File: src/d8tpwm_regs.vh
// Register offsets, field positions and reset values of the dual timer
`ifndef D8TPWM_REGS_VH
`define D8TPWM_REGS_VH

// IO addresses
`define D8TPWM_TIMER_A_CONTROL 8'h30
`define D8TPWM_TIMER_A_COUNT   8'h31
`define D8TPWM_TIMER_A_DIVIDER 8'h32
`define D8TPWM_TIMER_A_LIMIT   8'h33
`define D8TPWM_TIMER_B_CONTROL 8'h34
`define D8TPWM_TIMER_B_COUNT   8'h35
`define D8TPWM_TIMER_B_DIVIDER 8'h36
`define D8TPWM_TIMER_B_LIMIT   8'h37

// Control register fields
`define D8TPWM_CTL_SRC_HI      7
`define D8TPWM_CTL_SRC_LO      4
`define D8TPWM_CTL_OUT_HI      3
`define D8TPWM_CTL_OUT_LO      2
`define D8TPWM_CTL_MODE        1
`define D8TPWM_CTL_INV         0

// Divider register fields
`define D8TPWM_DIV_RES         7
`define D8TPWM_DIV_PRE_HI      6
`define D8TPWM_DIV_PRE_LO      5
`define D8TPWM_DIV_SCL_HI      4
`define D8TPWM_DIV_SCL_LO      0

// Clock source codes
`define D8TPWM_SRC_STOP        4'h0
`define D8TPWM_SRC_SYS         4'h1
`define D8TPWM_SRC_FAST        4'h2
`define D8TPWM_SRC_EXT         4'h3
`define D8TPWM_SRC_SLOW        4'h4
`define D8TPWM_SRC_COMP        4'h5
`define D8TPWM_SRC_A0_RISE     4'h8
`define D8TPWM_SRC_A0_FALL     4'h9
`define D8TPWM_SRC_B0_RISE     4'ha
`define D8TPWM_SRC_B0_FALL     4'hb
`define D8TPWM_SRC_A4_RISE     4'hc
`define D8TPWM_SRC_A4_FALL     4'hd

// Output routing codes
`define D8TPWM_OUT_NONE        2'h0
`define D8TPWM_OUT_PIN1        2'h1
`define D8TPWM_OUT_PIN2        2'h2
`define D8TPWM_OUT_PIN3        2'h3

// Reset values
`define D8TPWM_RST_CONTROL     8'h00
`define D8TPWM_RST_COUNT       8'h00
`define D8TPWM_RST_DIVIDER     8'h00
`define D8TPWM_RST_LIMIT       8'h00

`endif

File: src/d8tpwm_timer.v
// One timer channel: two-stage divider, counter and waveform
`timescale 1ns/1ps
`include "d8tpwm_regs.vh"
module d8tpwm_timer #(
    parameter LOW_RES_BITS = 6
) (
    // Clock and reset
    input  wire       clk_sys,
    input  wire       rst,
    // Settings
    input  wire       srcTick,
    input  wire       pwmMode,
    input  wire       lowRes,
    input  wire [1:0] preSel,
    input  wire [4:0] scaler,
    input  wire [7:0] limit,
    // Software access to the counter
    input  wire       cntWrEn,
    input  wire [7:0] cntWrData,
    // Results
    output reg  [7:0] count,
    output reg        wave
);

    reg  [5:0] preCnt;
    reg  [4:0] sclCnt;
    reg  [5:0] preMask;
    reg  [7:0] resMask;
    reg  [7:0] next_count;
    wire       preTick;
    wire       advance;

    // Pre-divider masks for divide by 1, 4, 16 and 64
    always @* begin
        case (preSel)
            2'h0:    preMask = 6'h00;
            2'h1:    preMask = 6'h03;
            2'h2:    preMask = 6'h0f;
            default: preMask = 6'h3f;
        endcase
        resMask = lowRes ? ((8'h01 << LOW_RES_BITS) - 8'h01) : 8'hff;
    end

    assign preTick = srcTick && ((preCnt & preMask) == preMask);
    assign advance = preTick && (sclCnt >= scaler);

    // Pre-divider and scaler counters
    always @(posedge clk_sys) begin
        if (rst) begin
            preCnt <= 6'h00;
            sclCnt <= 5'h00;
        end else begin
            if (srcTick) begin
                preCnt <= preTick ? 6'h00 : preCnt + 6'h01;
            end
            if (preTick) begin
                sclCnt <= advance ? 5'h00 : sclCnt + 5'h01;
            end
        end
    end

    // Next count: wrap at the limit, or at the resolution top in PWM
    always @*  begin
        if (pwmMode) begin
            next_count = (count + 8'h01) & resMask;
        end else if (count == limit) begin
            next_count = 8'h00;
        end else begin
            next_count = count + 8'h01;
        end
    end

    // Counter and waveform; a software write beats a count step
    always @(posedge clk_sys) begin
        if (rst) begin
            count <= `D8TPWM_RST_COUNT;
            wave  <= 1'b0;
        end else if (cntWrEn) begin
            count <= cntWrData;
        end else if (advance) begin
            count <= next_count;
            if (pwmMode) begin
                wave <= (next_count & resMask) < (limit & resMask);
            end else if (count == limit) begin
                wave <= ~wave;
            end
        end
    end

endmodule // d8tpwm_timer

File: src/d8tpwm_top.v
// Dual 8-bit timer with PWM: IO registers, clock sources, pin routing
//
// How it works
// - Source field bits 7-4 pick stop, system, fast, external, slow, comparator.
// - Codes 8 to 13 count rising/falling edges of three pins; others reserved.
// - Timer A output field routes to none, B2, A3 or B4.
// - Timer B output field routes to none, B5, B6 or B7.
// - Control bit 1 picks period mode when clear, PWM when set.
// - Control bit 0 inverts the timer output when set.
// - Each timer has a readable, writable 8-bit counter, reset to zero.
// - Divider bit 7 picks 8-bit or reduced PWM resolution.
// - Divider bits 6-5 pre-divide by 1, 4, 16, 64; write-only.
// - Timer B has a write-only limit register at address 0x37.
`timescale 1ns/1ps
`include "d8tpwm_regs.vh"
module d8tpwm_top #(
    parameter FAST_OSC_DOUBLE = 0,
    parameter LOW_RES_BITS    = 6
) (
    // Clock and reset
    input  wire       clk_sys,
    input  wire       rst,
    // IO register port
    input  wire [7:0] ioAddr,
    input  wire       ioWrEn,
    input  wire [7:0] ioWrData,
    input  wire       ioRdEn,
    output reg  [7:0] ioRdData,
    // Asynchronous clock sources
    input  wire       fastInternalOsc,
    input  wire       externalCrystalOsc,
    input  wire       slowInternalOsc,
    input  wire       comparatorOut,
    // Edge inputs
    input  wire       portALineZero,
    input  wire       portBLineZero,
    input  wire       portALineFour,
    // Timer A pins
    output reg        portBLineTwoOut,
    output reg        portBLineTwoEn,
    output reg        portALineThreeOut,
    output reg        portALineThreeEn,
    output reg        portBLineFourOut,
    output reg        portBLineFourEn,
    // Timer B pins
    output reg        portBLineFiveOut,
    output reg        portBLineFiveEn,
    output reg        portBLineSixOut,
    output reg        portBLineSixEn,
    output reg        portBLineSevenOut,
    output reg        portBLineSevenEn
);

    // Software-visible state
    reg  [7:0] timerAControl;
    reg  [7:0] timerADivider;
    reg  [7:0] timerALimit;
    reg  [7:0] timerBControl;
    reg  [7:0] timerBDivider;
    reg  [7:0] timerBLimit;
    wire [7:0] timerACount;
    wire [7:0] timerBCount;
    wire       waveA;
    wire       waveB;

    // Synchroniser chains: stage 1, stage 2, then an edge history stage
    reg  [6:0] syncOne;
    reg  [6:0] syncTwo;
    reg  [6:0] syncLast;
    wire [6:0] asyncIn;
    wire [6:0] riseTick;
    wire [6:0] fallTick;
    reg        tickA;
    reg        tickB;

    assign asyncIn = {portALineFour, portBLineZero, portALineZero,
                      comparatorOut, slowInternalOsc, externalCrystalOsc,
                      fastInternalOsc};

    // Three flops per input; edge logic compares the second stage with the history stage
    genvar gi;
    generate
        for (gi = 0; gi < 7; gi = gi + 1) begin : g_sync
            always @(posedge clk_sys) begin
                if (rst) begin
                    syncOne[gi]  <= 1'b0;
                    syncTwo[gi]  <= 1'b0;
                    syncLast[gi] <= 1'b0;
                end else begin
                    syncOne[gi]  <= asyncIn[gi];
                    syncTwo[gi]  <= syncOne[gi];
                    syncLast[gi] <= syncTwo[gi];
                end
            end
            assign riseTick[gi] = syncTwo[gi] & ~syncLast[gi];
            assign fallTick[gi] = ~syncTwo[gi] & syncLast[gi];
        end
    endgenerate

    // Source tick mux; oscillators must run well below half of clk_sys
    function srcSel;
        input [3:0] code;
        input [6:0] rise;
        input [6:0] fall;
        begin
            case (code)
                `D8TPWM_SRC_SYS:     srcSel = 1'b1;
                `D8TPWM_SRC_FAST:    srcSel = (FAST_OSC_DOUBLE != 0) ?
                                     (rise[0] | fall[0]) : rise[0];
                `D8TPWM_SRC_EXT:     srcSel = rise[1];
                `D8TPWM_SRC_SLOW:    srcSel = rise[2];
                `D8TPWM_SRC_COMP:    srcSel = rise[3];
                `D8TPWM_SRC_A0_RISE: srcSel = rise[4];
                `D8TPWM_SRC_A0_FALL: srcSel = fall[4];
                `D8TPWM_SRC_B0_RISE: srcSel = rise[5];
                `D8TPWM_SRC_B0_FALL: srcSel = fall[5];
                `D8TPWM_SRC_A4_RISE: srcSel = rise[6];
                `D8TPWM_SRC_A4_FALL: srcSel = fall[6];
                default:             srcSel = 1'b0; // Stop and reserved
            endcase
        end
    endfunction

    always @* begin
        tickA = srcSel(timerAControl[`D8TPWM_CTL_SRC_HI:`D8TPWM_CTL_SRC_LO],
                       riseTick, fallTick);
        tickB = srcSel(timerBControl[`D8TPWM_CTL_SRC_HI:`D8TPWM_CTL_SRC_LO],
                       riseTick, fallTick);
    end

    // Register writes
    always @(posedge clk_sys) begin
        if (rst) begin
            timerAControl <= `D8TPWM_RST_CONTROL;
            timerADivider <= `D8TPWM_RST_DIVIDER;
            timerALimit   <= `D8TPWM_RST_LIMIT;
            timerBControl <= `D8TPWM_RST_CONTROL;
            timerBDivider <= `D8TPWM_RST_DIVIDER;
            timerBLimit   <= `D8TPWM_RST_LIMIT;
        end else if (ioWrEn) begin
            case (ioAddr)
                `D8TPWM_TIMER_A_CONTROL: timerAControl <= ioWrData;
                `D8TPWM_TIMER_A_DIVIDER: timerADivider <= ioWrData;
                `D8TPWM_TIMER_A_LIMIT:   timerALimit   <= ioWrData;
                `D8TPWM_TIMER_B_CONTROL: timerBControl <= ioWrData;
                `D8TPWM_TIMER_B_DIVIDER: timerBDivider <= ioWrData;
                `D8TPWM_TIMER_B_LIMIT:   timerBLimit   <= ioWrData;
                default: ;
            endcase
        end
    end

    // Read data; divider and limit are write-only and read as zero
    always @(posedge clk_sys) begin
        if (rst) begin
            ioRdData <= 8'h00;
        end else if (ioRdEn) begin
            case (ioAddr)
                `D8TPWM_TIMER_A_CONTROL: ioRdData <= timerAControl;
                `D8TPWM_TIMER_A_COUNT:   ioRdData <= timerACount;
                `D8TPWM_TIMER_B_CONTROL: ioRdData <= timerBControl;
                `D8TPWM_TIMER_B_COUNT:   ioRdData <= timerBCount;
                default:                 ioRdData <= 8'h00;
            endcase
        end
    end

    // Timer A channel
    d8tpwm_timer #(
        .LOW_RES_BITS (LOW_RES_BITS)
    ) u_timerA (
        .clk_sys   (clk_sys),
        .rst       (rst),
        .srcTick   (tickA),
        .pwmMode   (timerAControl[`D8TPWM_CTL_MODE]),
        .lowRes    (timerADivider[`D8TPWM_DIV_RES]),
        .preSel    (timerADivider[`D8TPWM_DIV_PRE_HI:`D8TPWM_DIV_PRE_LO]),
        .scaler    (timerADivider[`D8TPWM_DIV_SCL_HI:`D8TPWM_DIV_SCL_LO]),
        .limit     (timerALimit),
        .cntWrEn   (ioWrEn && (ioAddr == `D8TPWM_TIMER_A_COUNT)),
        .cntWrData (ioWrData),
        .count     (timerACount),
        .wave      (waveA)
    );

    // Timer B channel
    d8tpwm_timer #(
        .LOW_RES_BITS (LOW_RES_BITS)
    ) u_timerB (
        .clk_sys   (clk_sys),
        .rst       (rst),
        .srcTick   (tickB),
        .pwmMode   (timerBControl[`D8TPWM_CTL_MODE]),
        .lowRes    (timerBDivider[`D8TPWM_DIV_RES]),
        .preSel    (timerBDivider[`D8TPWM_DIV_PRE_HI:`D8TPWM_DIV_PRE_LO]),
        .scaler    (timerBDivider[`D8TPWM_DIV_SCL_HI:`D8TPWM_DIV_SCL_LO]),
        .limit     (timerBLimit),
        .cntWrEn   (ioWrEn && (ioAddr == `D8TPWM_TIMER_B_COUNT)),
        .cntWrData (ioWrData),
        .count     (timerBCount),
        .wave      (waveB)
    );

    // Polarity and routing, registered so pins never glitch
    wire       outA = waveA ^ timerAControl[`D8TPWM_CTL_INV];
    wire       outB = waveB ^ timerBControl[`D8TPWM_CTL_INV];
    wire [1:0] selA = timerAControl[`D8TPWM_CTL_OUT_HI:`D8TPWM_CTL_OUT_LO];
    wire [1:0] selB = timerBControl[`D8TPWM_CTL_OUT_HI:`D8TPWM_CTL_OUT_LO];

    always @(posedge clk_sys) begin
        if (rst) begin
            portBLineTwoOut   <= 1'b0;
            portBLineTwoEn    <= 1'b0;
            portALineThreeOut <= 1'b0;
            portALineThreeEn  <= 1'b0;
            portBLineFourOut  <= 1'b0;
            portBLineFourEn   <= 1'b0;
            portBLineFiveOut  <= 1'b0;
            portBLineFiveEn   <= 1'b0;
            portBLineSixOut   <= 1'b0;
            portBLineSixEn    <= 1'b0;
            portBLineSevenOut <= 1'b0;
            portBLineSevenEn  <= 1'b0;
        end else begin
            portBLineTwoEn    <= (selA == `D8TPWM_OUT_PIN1);
            portALineThreeEn  <= (selA == `D8TPWM_OUT_PIN2);
            portBLineFourEn   <= (selA == `D8TPWM_OUT_PIN3);
            portBLineTwoOut   <= (selA == `D8TPWM_OUT_PIN1) & outA;
            portALineThreeOut <= (selA == `D8TPWM_OUT_PIN2) & outA;
            portBLineFourOut  <= (selA == `D8TPWM_OUT_PIN3) & outA;
            portBLineFiveEn   <= (selB == `D8TPWM_OUT_PIN1);
            portBLineSixEn    <= (selB == `D8TPWM_OUT_PIN2);
            portBLineSevenEn  <= (selB == `D8TPWM_OUT_PIN3);
            portBLineFiveOut  <= (selB == `D8TPWM_OUT_PIN1) & outB;
            portBLineSixOut   <= (selB == `D8TPWM_OUT_PIN2) & outB;
            portBLineSevenOut <= (selB == `D8TPWM_OUT_PIN3) & outB;
        end
    end

endmodule // d8tpwm_top

File: config.mk
export PLATFORM = sky130hd
export DESIGN_NAME = d8tpwm_top
export DESIGN_NICKNAME = d
export VERILOG_FILES = /design/src/d8tpwm_timer.v /design/src/d8tpwm_top.v
export VERILOG_INCLUDE_DIRS = /design/src
export SDC_FILE = /design/constraint.sdc
export NUM_CORES = 1
export LEC_CHECK = 0
export ABC_AREA = 1
export ABC_CLOCK_PERIOD_IN_PS = 3100
export BUFFER_PORTS_ARGS = -buffer_cell sky130_fd_sc_hd__buf_4
export CAP_MARGIN = 20
export CORE_MARGIN = 2
export CORE_UTILIZATION = 60
export CTS_CLUSTER_DIAMETER = 30
export DETAILED_ROUTE_END_ITERATION = 6
export PLACE_DENSITY = 0.82
export SYNTH_ARGS = -nofsm -noshare
export SYNTH_HDL_FRONTEND = slang
export SYNTH_SLANG_ARGS = --single-unit
File: constraint.sdc
create_clock -name clk_sys -period 3.1 [get_ports clk_sys]
set_clock_uncertainty 0.1 [all_clocks]
set_input_delay 0.775 -clock clk_sys [delete_from_list [all_inputs] [get_ports clk_sys]]
set_output_delay 0.775 -clock clk_sys [all_outputs]
set_load 0.03 [all_outputs]
==> results of run 1 <==
## registers in the layout (all words and copies together), names as in the netlist, 5 cells and up
register and count:
timerBLimit 8, u_timerA.count 8, syncLast 7, timerBControl 8
timerALimit 8, u_timerB.sclCnt 5, ioRdData 8, timerAControl 8
u_timerA.preCnt 6, syncOne 7, u_timerB.count 8, u_timerB.preCnt 6
u_timerA.sclCnt 5, syncTwo 7, timerBDivider 8, timerADivider 8
## metrics by stage
stage	setup WS [ns]	power, uW	utilization, %	std cells
final	0.419	3800	70.8	1160
after global routing	0.187	3920	70.8	1160
after CTS	0.453	3810	70.8	1160
after detailed placement	0.544	1850	65.5	1130
after global placement	0.603	1850	65.5	1130
after floorplan	0.946	1780	-	974
## metal layers
layer  track usage, %  up-vias
met5                0        -
met4             14.5        0
met3             7.58       40
met2             47.0      220
met1             36.5     2860
li1                 -     3221
## Yosys cell counts, types with 2 or more instances
master | count | area, um2
nand2_1 | 210 | 788
inv_1 | 135 | 507
dfxtp_1 | 129 | 2580
a21oi_1 | 98 | 490
nor2_1 | 74 | 278
o21ai_0 | 67 | 335
nand3_1 | 59 | 295
ha_1 | 30 | 375
nor3_1 | 22 | 110
clkbuf_1 | 18 | 67.6
o21ai_1 | 17 | 85.1
inv_2 | 16 | 60.1
nor2_2 | 10 | 62.6
xnor2_1 | 10 | 87.6
buf_2 | 9 | 45.0
nand4_1 | 9 | 56.3
xor2_1 | 9 | 78.8
nand2_2 | 6 | 37.5
nor4_1 | 6 | 37.5
nand3b_1 | 5 | 37.5
o22ai_1 | 5 | 31.3
o21bai_1 | 4 | 30.0
clkbuf_2 | 3 | 15.0
nand3_4 | 3 | 52.6
nor3b_1 | 3 | 22.5
o2111ai_1 | 3 | 26.3
a211oi_1 | 2 | 15.0
buf_4 | 2 | 15.0
buf_6 | 2 | 22.5
nand2_4 | 2 | 22.5
nand3_2 | 2 | 20.0
## cells in the final DEF, fill, tap and decap left out, types with 2 or more instances in the layout
cell type   instances
o21bai_1            4
a21oi_1            98
nand2_1           210
nand3_2             2
xor2_1              9
clkbuf_16          16
nand3_1            59
bufinv_16           3
nor3_1             22
inv_2              16
clkbuf_8            3
clkinv_4            2
a211oi_1            2
o21ai_1            17
nand2_2             6
nor2_2             10
dfxtp_1           129
o22ai_1             5
o21ai_0            67
nor4_1              6
nand3b_1            5
nor2_1             74
xnor2_1            10
clkinvlp_4          3
buf_4              50
clkinv_2            3
nor3b_1             3
nand3_4             3
nand2_4             2
ha_1               30
nand4_1             9
inv_1             135
o2111ai_1           3
## power by group
group          total (uW)  internal [uW]  switching (uW)
sequential           1680           1670            5.38
combinational         138           44.5            93.9
clock                1990           1250             733
total                3800           2970             832
## cell families after synthesis
group	after synthesis	synth area share [%]
buf+inv	186	11.0
compound gates	197	15.1
simple gates	413	27.5
fa+ha+maj	30	5.57
xor+xnor	19	2.47
flops	129	38.3
## worst max-delay path by stage
stage,startpoint,to,slack [ns],cells past startpoint
2_1_floorplan,u_timerB.count[3],u_timerB.wave,0.95,15
3_3_place_gp,u_timerB.count[6],u_timerB.wave,0.60,15
3_5_place_dp,u_timerB.count[6],u_timerB.wave,0.54,15
4_1_cts,u_timerB.count[4],u_timerB.wave,0.45,14
5_1_grt,u_timerB.count[6],u_timerB.wave,0.19,15
6_report,u_timerB.count[4],u_timerB.wave,0.42,14
## critical path, cell delays in order (launching register included)
cell and delay, ns:
dfxtp_1 0.46, xnor2_1 0.16, nand2_1 0.08, nor2_1 0.15, nand3_1 0.31, nand2_1 0.21
inv_1 0.06, ha_1 0.29, nand2_1 0.05, o21ai_0 0.21, nand2_1 0.08, nand3_1 0.08
o21ai_0 0.08, nor3_1 0.17, nor2_1 0.07
## cell type report
type / instances / area (um2) / area share (%)
Timing Repair Buffer: 50 / 375 / 4.87
Clock buffer: 20 / 445 / 5.78
Sequential cell: 129 / 2580 / 33.5
Tap cell: 140 / 175 / 2.27
Inverter: 152 / 576 / 7.47
Clock inverter: 10 / 136 / 1.77
Multi-Input combinational cell: 659 / 3420 / 44.4
==> flow_metrics.py, run 1 <==
metrics = {
    "logic_synthesis": {
        "async_flop_share_pct": 0,
        "syn_nets": 1031,
        "ys_ff_latch": 129,
        "synth_cell_types": 35,
        "synth_edf_count": 0,
        "postSynthCellCount": 974,
        "syn_area_um2": 6740,
        "syn_area_per_cell_um2": 6.92,
        "synth_ff_type": "dfxtp_1",
        "yosysSeqAreaShare_pct": 38.3,
        "synth-warning-count": 0,
    },
    "global_route": {
        "grt_pass1_vias": 5821,
        "grt_max_degree": 46,
        "grt_remaining_overflow": 0,
        "grt_first_pass_wirelength_mm": 27.2,
        "grt_util_all_layers_pct": 29.3,
        "grt_antenna_before_repair": 0,
    },
    "hold_path": {
        "hold_depth": 2,
        "hp-class": "reg -> reg",
        "hold_start": "syncOne[2]",
        "min_to": "syncTwo[2]",
    },
    "placement": {
        "gp_congestion": 0.938,
        "hpwl_mm": 11.6,
        "place_area_um2": 7130,
        "portBuffers": 46,
    },
    "critical_path": {
        "critical_path_arrival_ns": 3.00,
        "end_kind": "flop",
        "crit_type": "reg -> reg",
        "worstPathMaxFanout": 9,
        "worstReg2RegEnd": "u_timerB.wave",
        "reg2reg_from": "u_timerB.count[4]",
        "r2r_cells": 14,
        "r2r_slack_ns": 0.42,
        "start_kind": "flop",
        "cp.required_ns": 3.42,
    },
    "sta": {
        "finalHoldViolations": 0,
        "tns_ns": 0,
        "tightest_slew_ns": 0.631,
        "fin_crit_sh_pct": 86.5,
        "period_needed_ns": 2.68,
        "maxSlewViolCount": 0,
        "setup_viol": 0,
        "rsz0062_at_grt": "false",
        "timing.hold.ws_ns": 0.302,
        "fmaxAchievable_mhz": 373,
        "maxSlewHeadroom_pct": 57.8,
    },
    "cells_and_area": {
        "area_growth_pct": 14.3,
        "nets": 1066,
        "postLayoutCellArea_um2": 7710,
        "drive_above_1_share_pct": 11.9,
        "diodes": 0,
        "num-fill-cells": 902,
    },
    "route": {
        "highest_layer": "met4",
        "routedWlPerCell_um": 14.3,
        "wl_met2_mm": 7.57,
        "first_pass_iters": 6,
        "vias": 6341,
        "viasPerCell": 5.47,
        "routed_wl_mm": 16.5,
        "ant_nets": 0,
        "wl_met1_mm": 7.36,
        "route.detailed.drc": 0,
        "met3_length_mm": 1.04,
        "first_iter_violations": 583,
    },
    "clocking": {
        "clock_sinks": 129,
        "clkTransAtPathRegs_ns": 0.06,
        "clockBufferDepth": 2,
        "insertion_delay_ns": 0.54,
        "root_buffer": "clkbuf_8",
        "post_cts_buffers": 0,
        "cts-hold-fix-buffers": 0,
        "cts_made_buffers": 17,
        "ctsResizeCount": 0,
        "tritoncts": "built",
        "htree_levels": 4,
    },
    "outcome": {
        "status": "completed",
    },
    "power": {
        "vdd_drop_max_mv": 0.474,
        "total_leakage_power_uw": 0.00349,
        "power_density_nw_per_um2": 493,
    },
    "floorplanning": {
        "die_w_um": 110,
        "chipHeight_um": 110,
        "die_area_um2": 12100,
        "ioPinCount": 47,
        "rows": 38,
        "core-area_um2": 10900,
        "initial_core_util_pct": 61.9,
    },
    "run": {
        "drv_cap": 0,
    },
}
No activity file was read; power rests on OpenSTA's default activity.
==> run 2: changes to the inputs <==
--- a/config.mk
+++ b/config.mk
@@ -14,7 +14,9 @@
 export CORE_UTILIZATION = 60
 export CTS_CLUSTER_DIAMETER = 30
 export DETAILED_ROUTE_END_ITERATION = 6
+export MAX_ROUTING_LAYER = met4
 export PLACE_DENSITY = 0.82
 export SYNTH_ARGS = -nofsm -noshare
 export SYNTH_HDL_FRONTEND = slang
+export SYNTH_HIERARCHICAL = 1
 export SYNTH_SLANG_ARGS = --single-unit
==> flow_metrics.py, run 2 <==
metrics = {
    "outcome": {
        "status": "completed",
    },
    "cells_and_area": {
        "layout_commonest_cell": "nand2_1",
        "nets": 1093,
        "area_growth_pct": 16.5,
        "drive_above_1_share_pct": 11.4,
        "layout.cells.non_filler": 1192,
        "final_cell_mix": "205 x nand2_1, 142 x inv_1, 130 x nor2_1",
        "diodes": 0,
    },
    "logic_synthesis": {
        "synth_top_area_share_pct": 37.6,
        "synth_compound_area_share_pct": 9.48,
        "synthTopCellsByArea": "dfxtp_1 38%, nand2_1 11%, inv_1 7.8%, nor2_1 7.1%, nand3_1 6.1%",
        "syn_area_um2": 6860,
        "synth_top_family_by_area": "simple AND/OR/NAND/NOR gates",
        "async_flop_share_pct": 0,
        "synth-warning-count": 6,
        "synthSimpleGateAreaFrac_pct": 34.2,
        "ys_ff_latch": 129,
        "yosys.area_share.adder_pct": 5.47,
        "yosysMostFrequentCell": "nand2_1",
        "yosys-mux-area-fraction_pct": 0,
        "postSynthCellCount": 987,
        "yosysTopAreaCell": "dfxtp_1",
        "syn_nets": 1044,
        "synth_edf_count": 0,
        "synth_cell_types": 36,
        "syn_area_per_cell_um2": 6.95,
        "synth_commonest_cells": "205 x nand2_1, 142 x inv_1, 130 x nor2_1",
        "synth_ff_type": "dfxtp_1",
        "yosysSeqAreaShare_pct": 37.6,
        "synth_xor_area_share_pct": 3.45,
    },
    "sta": {
        "setup_viol": 0,
        "tns_ns": 0,
        "tightest_slew_ns": 0.547,
        "maxSlewViolCount": 0,
        "rsz0062_at_grt": "false",
        "fmaxAchievable_mhz": 385,
        "period_needed_ns": 2.60,
        "finalHoldViolations": 0,
        "maxSlewHeadroom_pct": 63.4,
        "fin_crit_sh_pct": 83.8,
    },
    "clocking": {
        "tritoncts": "built",
        "clock_sinks": 129,
        "ctsResizeCount": 0,
        "cts_made_buffers": 17,
        "cts-hold-fix-buffers": 0,
        "clockBufferDepth": 2,
        "clkTransAtPathRegs_ns": 0.06,
        "htree_levels": 4,
        "post_cts_buffers": 0,
        "insertion_delay_ns": 0.42,
        "root_buffer": "clkbuf_16",
    },
    "floorplanning": {
        "initial_core_util_pct": 60.9,
        "ioPinCount": 47,
        "die_area_um2": 12300,
        "chipHeight_um": 111,
        "rows": 39,
        "core-area_um2": 11300,
        "die_w_um": 111,
    },
    "critical_path": {
        "crit_slowest_cell": "dfxtp_1",
        "slowest_delay_ns": 0.42,
        "r2r_cells": 14,
        "reg2reg_from": "u_timerA/count[0]",
        "worstReg2RegEnd": "u_timerA/wave",
        "worstSetupStartpoint": "u_timerA/count[0]",
        "worstPathMaxFanout": 11,
        "r2r_slack_ns": 0.50,
        "critical_path_arrival_ns": 2.81,
        "cp.required_ns": 3.31,
        "crit_chain": "nand2_1, nand2_1, nand2_1, nor2_1, nand3_1, inv_1, or2_1, inv_1, ha_1, nand2_1, o21ai_0, a21oi_1, nor2_1, nor2_1",
        "crit_type": "reg -> reg",
        "crit_path_end": "u_timerA/wave",
        "end_kind": "flop",
        "cp_common_cell": "nand2_1",
        "start_kind": "flop",
    },
    "placement": {
        "hpwl_mm": 12.0,
        "dp_cells": 1160,
        "gp_congestion": 0.959,
        "portBuffers": 46,
    },
    "route": {
        "ant_nets": 0,
        "viasPerCell": 5.44,
        "routed_wl_mm": 17.2,
        "route.detailed.drc": 0,
        "routedWlPerCell_um": 14.5,
        "vias": 6489,
        "first_iter_violations": 512,
        "first_pass_iters": 6,
    },
    "run": {
        "drv_cap": 0,
    },
    "global_route": {
        "grt_pass1_vias": 6021,
        "grt_max_degree": 46,
        "grt_first_pass_wirelength_mm": 28.5,
        "grt_util_all_layers_pct": 29.6,
        "grt_remaining_overflow": 0,
        "grt_antenna_before_repair": 0,
    },
    "power": {
        "vdd_drop_max_mv": 0.664,
        "total_leakage_power_uw": 0.00363,
        "power_density_nw_per_um2": 512,
    },
    "hold_path": {
        "hp-class": "reg -> reg",
    },
}
## run 2: cell types whose count changed in the layout (fill, tap and decap cells not counted), moves of 8 or more
cell | previous run | this run
nor2_2 | 10 | 0
inv_2 | 16 | 6
o21ai_1 | 17 | 5
nand4_1 | 9 | 26
a21oi_1 | 98 | 68
nand3_1 | 59 | 84
nor2_1 | 74 | 130
o21ai_0 | 67 | 28
o21a_1 | 0 | 8
## run 2: critical path, delay by kind of cell, from the launching register on
kind / cells / cell delay (ns)
buffers and inverters: 2 / 0.17
DFF: 1 / 0.42
adders and majority gates: 1 / 0.28
and+or+nand+nor: 9 / 1.13
AOI/OAI and AO/OA: 2 / 0.40
## run 2: power by group
part | total [uW] | leakage, uW | switching, uW | internal [uW]
clock network | 2260 | 0.000331 | 725 | 1540
registers | 1680 | 0.00104 | 6.50 | 1670
logic | 156 | 0.00225 | 111 | 45.1
total | 4100 | 0.00363 | 842 | 3250
## run 2: area by class of cell
cell class	count	area [um2]
clock buffers	24	502
clock inverters	8	173
fillers	932	3280
inverters	151	567
multi-input cells	686	3610
flip-flops and latches	129	2580
well taps	143	179
repair buffers	51	383
## run 2: cell families (layout without fill, tap and decap cells)
kind of cell	Yosys count	in the layout
flops	129	129
simple gates	509	509
buf+inv	172	234
fa+ha+maj	30	30
xor+xnor	27	27
compound gates	120	120
## run 2: routing by layer
layer  vias to the layer above  global-route usage [%]  share of wire, %
li1                       3271                       -                 -
met1                      2946                    36.2                43
met2                       229                    48.0                48
met3                        43                    6.45               6.8
met4                         0                    11.5               2.5
met5                         -                       -                 0
## run 2: stage by stage
step / power [uW] / cell area [um2] / util [%] / setup WS (ns) / hold slack (ns)
after global routing: 4210 / 7990 / 70.9 / 0.270 / 0.322
final: 4100 / 7990 / 70.9 / 0.501 / 0.302
after detailed placement: 1870 / 7320 / 64.9 / 0.574 / 0.296
after floorplan: 1790 / 6860 / - / 0.472 / 0.288
after CTS: 4110 / 7990 / 70.9 / 0.553 / 0.304
after global placement: 1860 / 7320 / 64.9 / 0.650 / 0.290
## run 2: worst min path at each step
stage	cells past startpoint	from	to
after floorplan	2	syncOne[0]	syncTwo[0]
after global placement	2	syncOne[1]	syncTwo[1]
after detailed placement	2	syncOne[3]	syncTwo[3]
after CTS	2	syncOne[3]	syncTwo[3]
after global routing	2	syncOne[0]	syncTwo[0]
final	2	syncOne[3]	syncTwo[3]
==> run 3: changes to the inputs <==
--- a/config.mk
+++ b/config.mk
@@ -7,15 +7,15 @@
 export NUM_CORES = 1
 export LEC_CHECK = 0
 export ABC_AREA = 1
-export ABC_CLOCK_PERIOD_IN_PS = 3100
+export ABC_CLOCK_PERIOD_IN_PS = 2310
 export BUFFER_PORTS_ARGS = -buffer_cell sky130_fd_sc_hd__buf_4
 export CAP_MARGIN = 20
 export CORE_MARGIN = 2
-export CORE_UTILIZATION = 60
+export CORE_UTILIZATION = 55
 export CTS_CLUSTER_DIAMETER = 30
 export DETAILED_ROUTE_END_ITERATION = 6
 export MAX_ROUTING_LAYER = met4
-export PLACE_DENSITY = 0.82
+export PLACE_DENSITY = 0.79
 export SYNTH_ARGS = -nofsm -noshare
 export SYNTH_HDL_FRONTEND = slang
 export SYNTH_HIERARCHICAL = 1
==> constraint.sdc (replaced) <==
create_clock -name clk_sys -period 2.31 [get_ports clk_sys]
set_clock_uncertainty 0.1 [all_clocks]
set_input_delay 0.5775 -clock clk_sys [delete_from_list [all_inputs] [get_ports clk_sys]]
set_output_delay 0.5775 -clock clk_sys [all_outputs]
set_load 0.03 [all_outputs]
==> flow_metrics.py, run 3 (synthesis gave the netlist of run 2 again) <==
metrics = {
    "hold_path": {
        "hp-class": "in -> reg",
    },
    "sta": {
        "fin_crit_sh_pct": 94.8,
        "maxSlewViolCount": 0,
        "finalHoldViolations": 0,
        "fmaxAchievable_mhz": 456,
        "maxSlewHeadroom_pct": 68.4,
        "period_needed_ns": 2.19,
        "tns_ns": 0,
        "rsz0062_at_grt": "true",
        "finalWorstSetupSlack_ns": 0.119,
        "setup_viol": 0,
        "tightest_slew_ns": 0.474,
    },
    "route": {
        "route.detailed.drc": 0,
        "viasPerCell": 5.24,
        "first_iter_violations": 580,
        "vias": 6575,
        "first_pass_iters": 6,
        "ant_nets": 0,
        "routedWlPerCell_um": 13.9,
        "routed_wl_mm": 17.4,
    },
    "floorplanning": {
        "ioPinCount": 47,
        "chipHeight_um": 116,
        "rows": 40,
        "core-area_um2": 12100,
        "die_w_um": 116,
        "die_area_um2": 13400,
        "initial_core_util_pct": 56.7,
    },
    "clocking": {
        "clockBufferDepth": 2,
        "cts_made_buffers": 17,
        "cts-hold-fix-buffers": 0,
        "clkTransAtPathRegs_ns": 0.06,
        "insertion_delay_ns": 0.42,
        "root_buffer": "clkbuf_16",
        "tritoncts": "built",
        "clock_sinks": 129,
        "htree_levels": 4,
    },
    "global_route": {
        "grt_max_degree": 29,
        "grt_antenna_before_repair": 0,
        "grt_util_all_layers_pct": 28.1,
        "grt_remaining_overflow": 0,
        "grt_first_pass_wirelength_mm": 28.4,
        "grt_pass1_vias": 5968,
    },
    "cells_and_area": {
        "final_cell_mix": "205 x nand2_1, 142 x inv_1, 125 x nor2_1",
        "nets": 1131,
        "layout_commonest_cell": "nand2_1",
        "diodes": 0,
        "area_growth_pct": 20.4,
        "regArea_um2": 2600,
        "multi_input_area_um2": 3640,
        "fin_util_pct": 68.2,
        "num-fill-cells": 1100,
        "drive_above_1_share_pct": 16.2,
    },
    "critical_path": {
        "crit_type": "reg -> reg",
        "end_kind": "flop",
        "start_kind": "flop",
        "worstPathMaxFanout": 7,
        "cp.required_ns": 2.53,
        "critical_path_arrival_ns": 2.41,
    },
    "power": {
        "power_uw": 5080,
        "vdd_drop_max_mv": 0.548,
        "power_density_nw_per_um2": 615,
        "total_leakage_power_uw": 0.00380,
    },
    "outcome": {
        "status": "completed",
    },
    "run": {
        "drv_cap": 0,
    },
    "placement": {
        "hpwl_mm": 12.6,
        "portBuffers": 46,
        "gp_congestion": 0.981,
        "place_ws_ns": 0.0391,
    },
}
run 3: area by class of cell:
type	instances	area share [%]
Clock buffer	19	5.36
Clock inverter	13	1.64
Inverter	151	6.86
Multi-Input combinational cell	686	44.1
Sequential cell	129	31.4
Tap cell	168	2.54
Timing Repair Buffer	89	8.09
run 3: power by group:
| group | leakage [uW] | internal [uW] | total, uW | switching [uW] |
|---|---|---|---|---|
| Combinational | 0.00247 | 72.7 | 226 | 153 |
| Clock | 0.000283 | 1610 | 2610 | 992 |
| Sequential | 0.00105 | 2240 | 2250 | 7.31 |
run 3: stage by stage:
step           hold slack [ns]  area (um2)  instances
5_1_grt                  0.262        8260       1255
4_1_cts                  0.244        8220       1255
2_1_floorplan            0.288        6870        987
3_5_place_dp             0.292        7650       1223
6_report                 0.259        8260       1255
3_3_place_gp             0.288        7650       1223
run 3: timing repair:
item	in CTS	in global routing
resized for setup	0	18
setup buffers	0	0
hold endpoints to repair	0	0
endpoints found under the setup margin	0	4
run 3: path summary, 6_finish.rpt:
path                            depth (start not counted)               from       endpoint  slack, ns
worst max-delay path                                   14  u_timerB/count[3]  u_timerB/wave       0.12
worst min-delay path                                    3      comparatorOut     syncOne[3]       0.26
worst max register to register                         14  u_timerB/count[3]  u_timerB/wave       0.12
worst min register to register                          2         syncOne[2]     syncTwo[2]       0.30
run 3: layer usage:
metal | global-route usage, % | vias to the layer above | routed length, um
li1 | - | 3339 | -
met4 | 12.7 | 0 | 533
met1 | 34.2 | 2986 | 7650
met2 | 45.7 | 210 | 8260
met3 | 4.71 | 40 | 970
met5 | - | - | 0
run 3: critical path, stage by stage, from the launching register on:
cell and delay, ns:
dfxtp_1 0.37, inv_1 0.07, nand2_1 0.06, nand4_1 0.13, nor2_2 0.17, nand3_2 0.14, buf_4 0.19, nand2_1 0.06
inv_1 0.04, ha_1 0.26, nand2_1 0.05, o21ai_0 0.22, a21oi_1 0.09, nor2_1 0.10, nor2_1 0.05
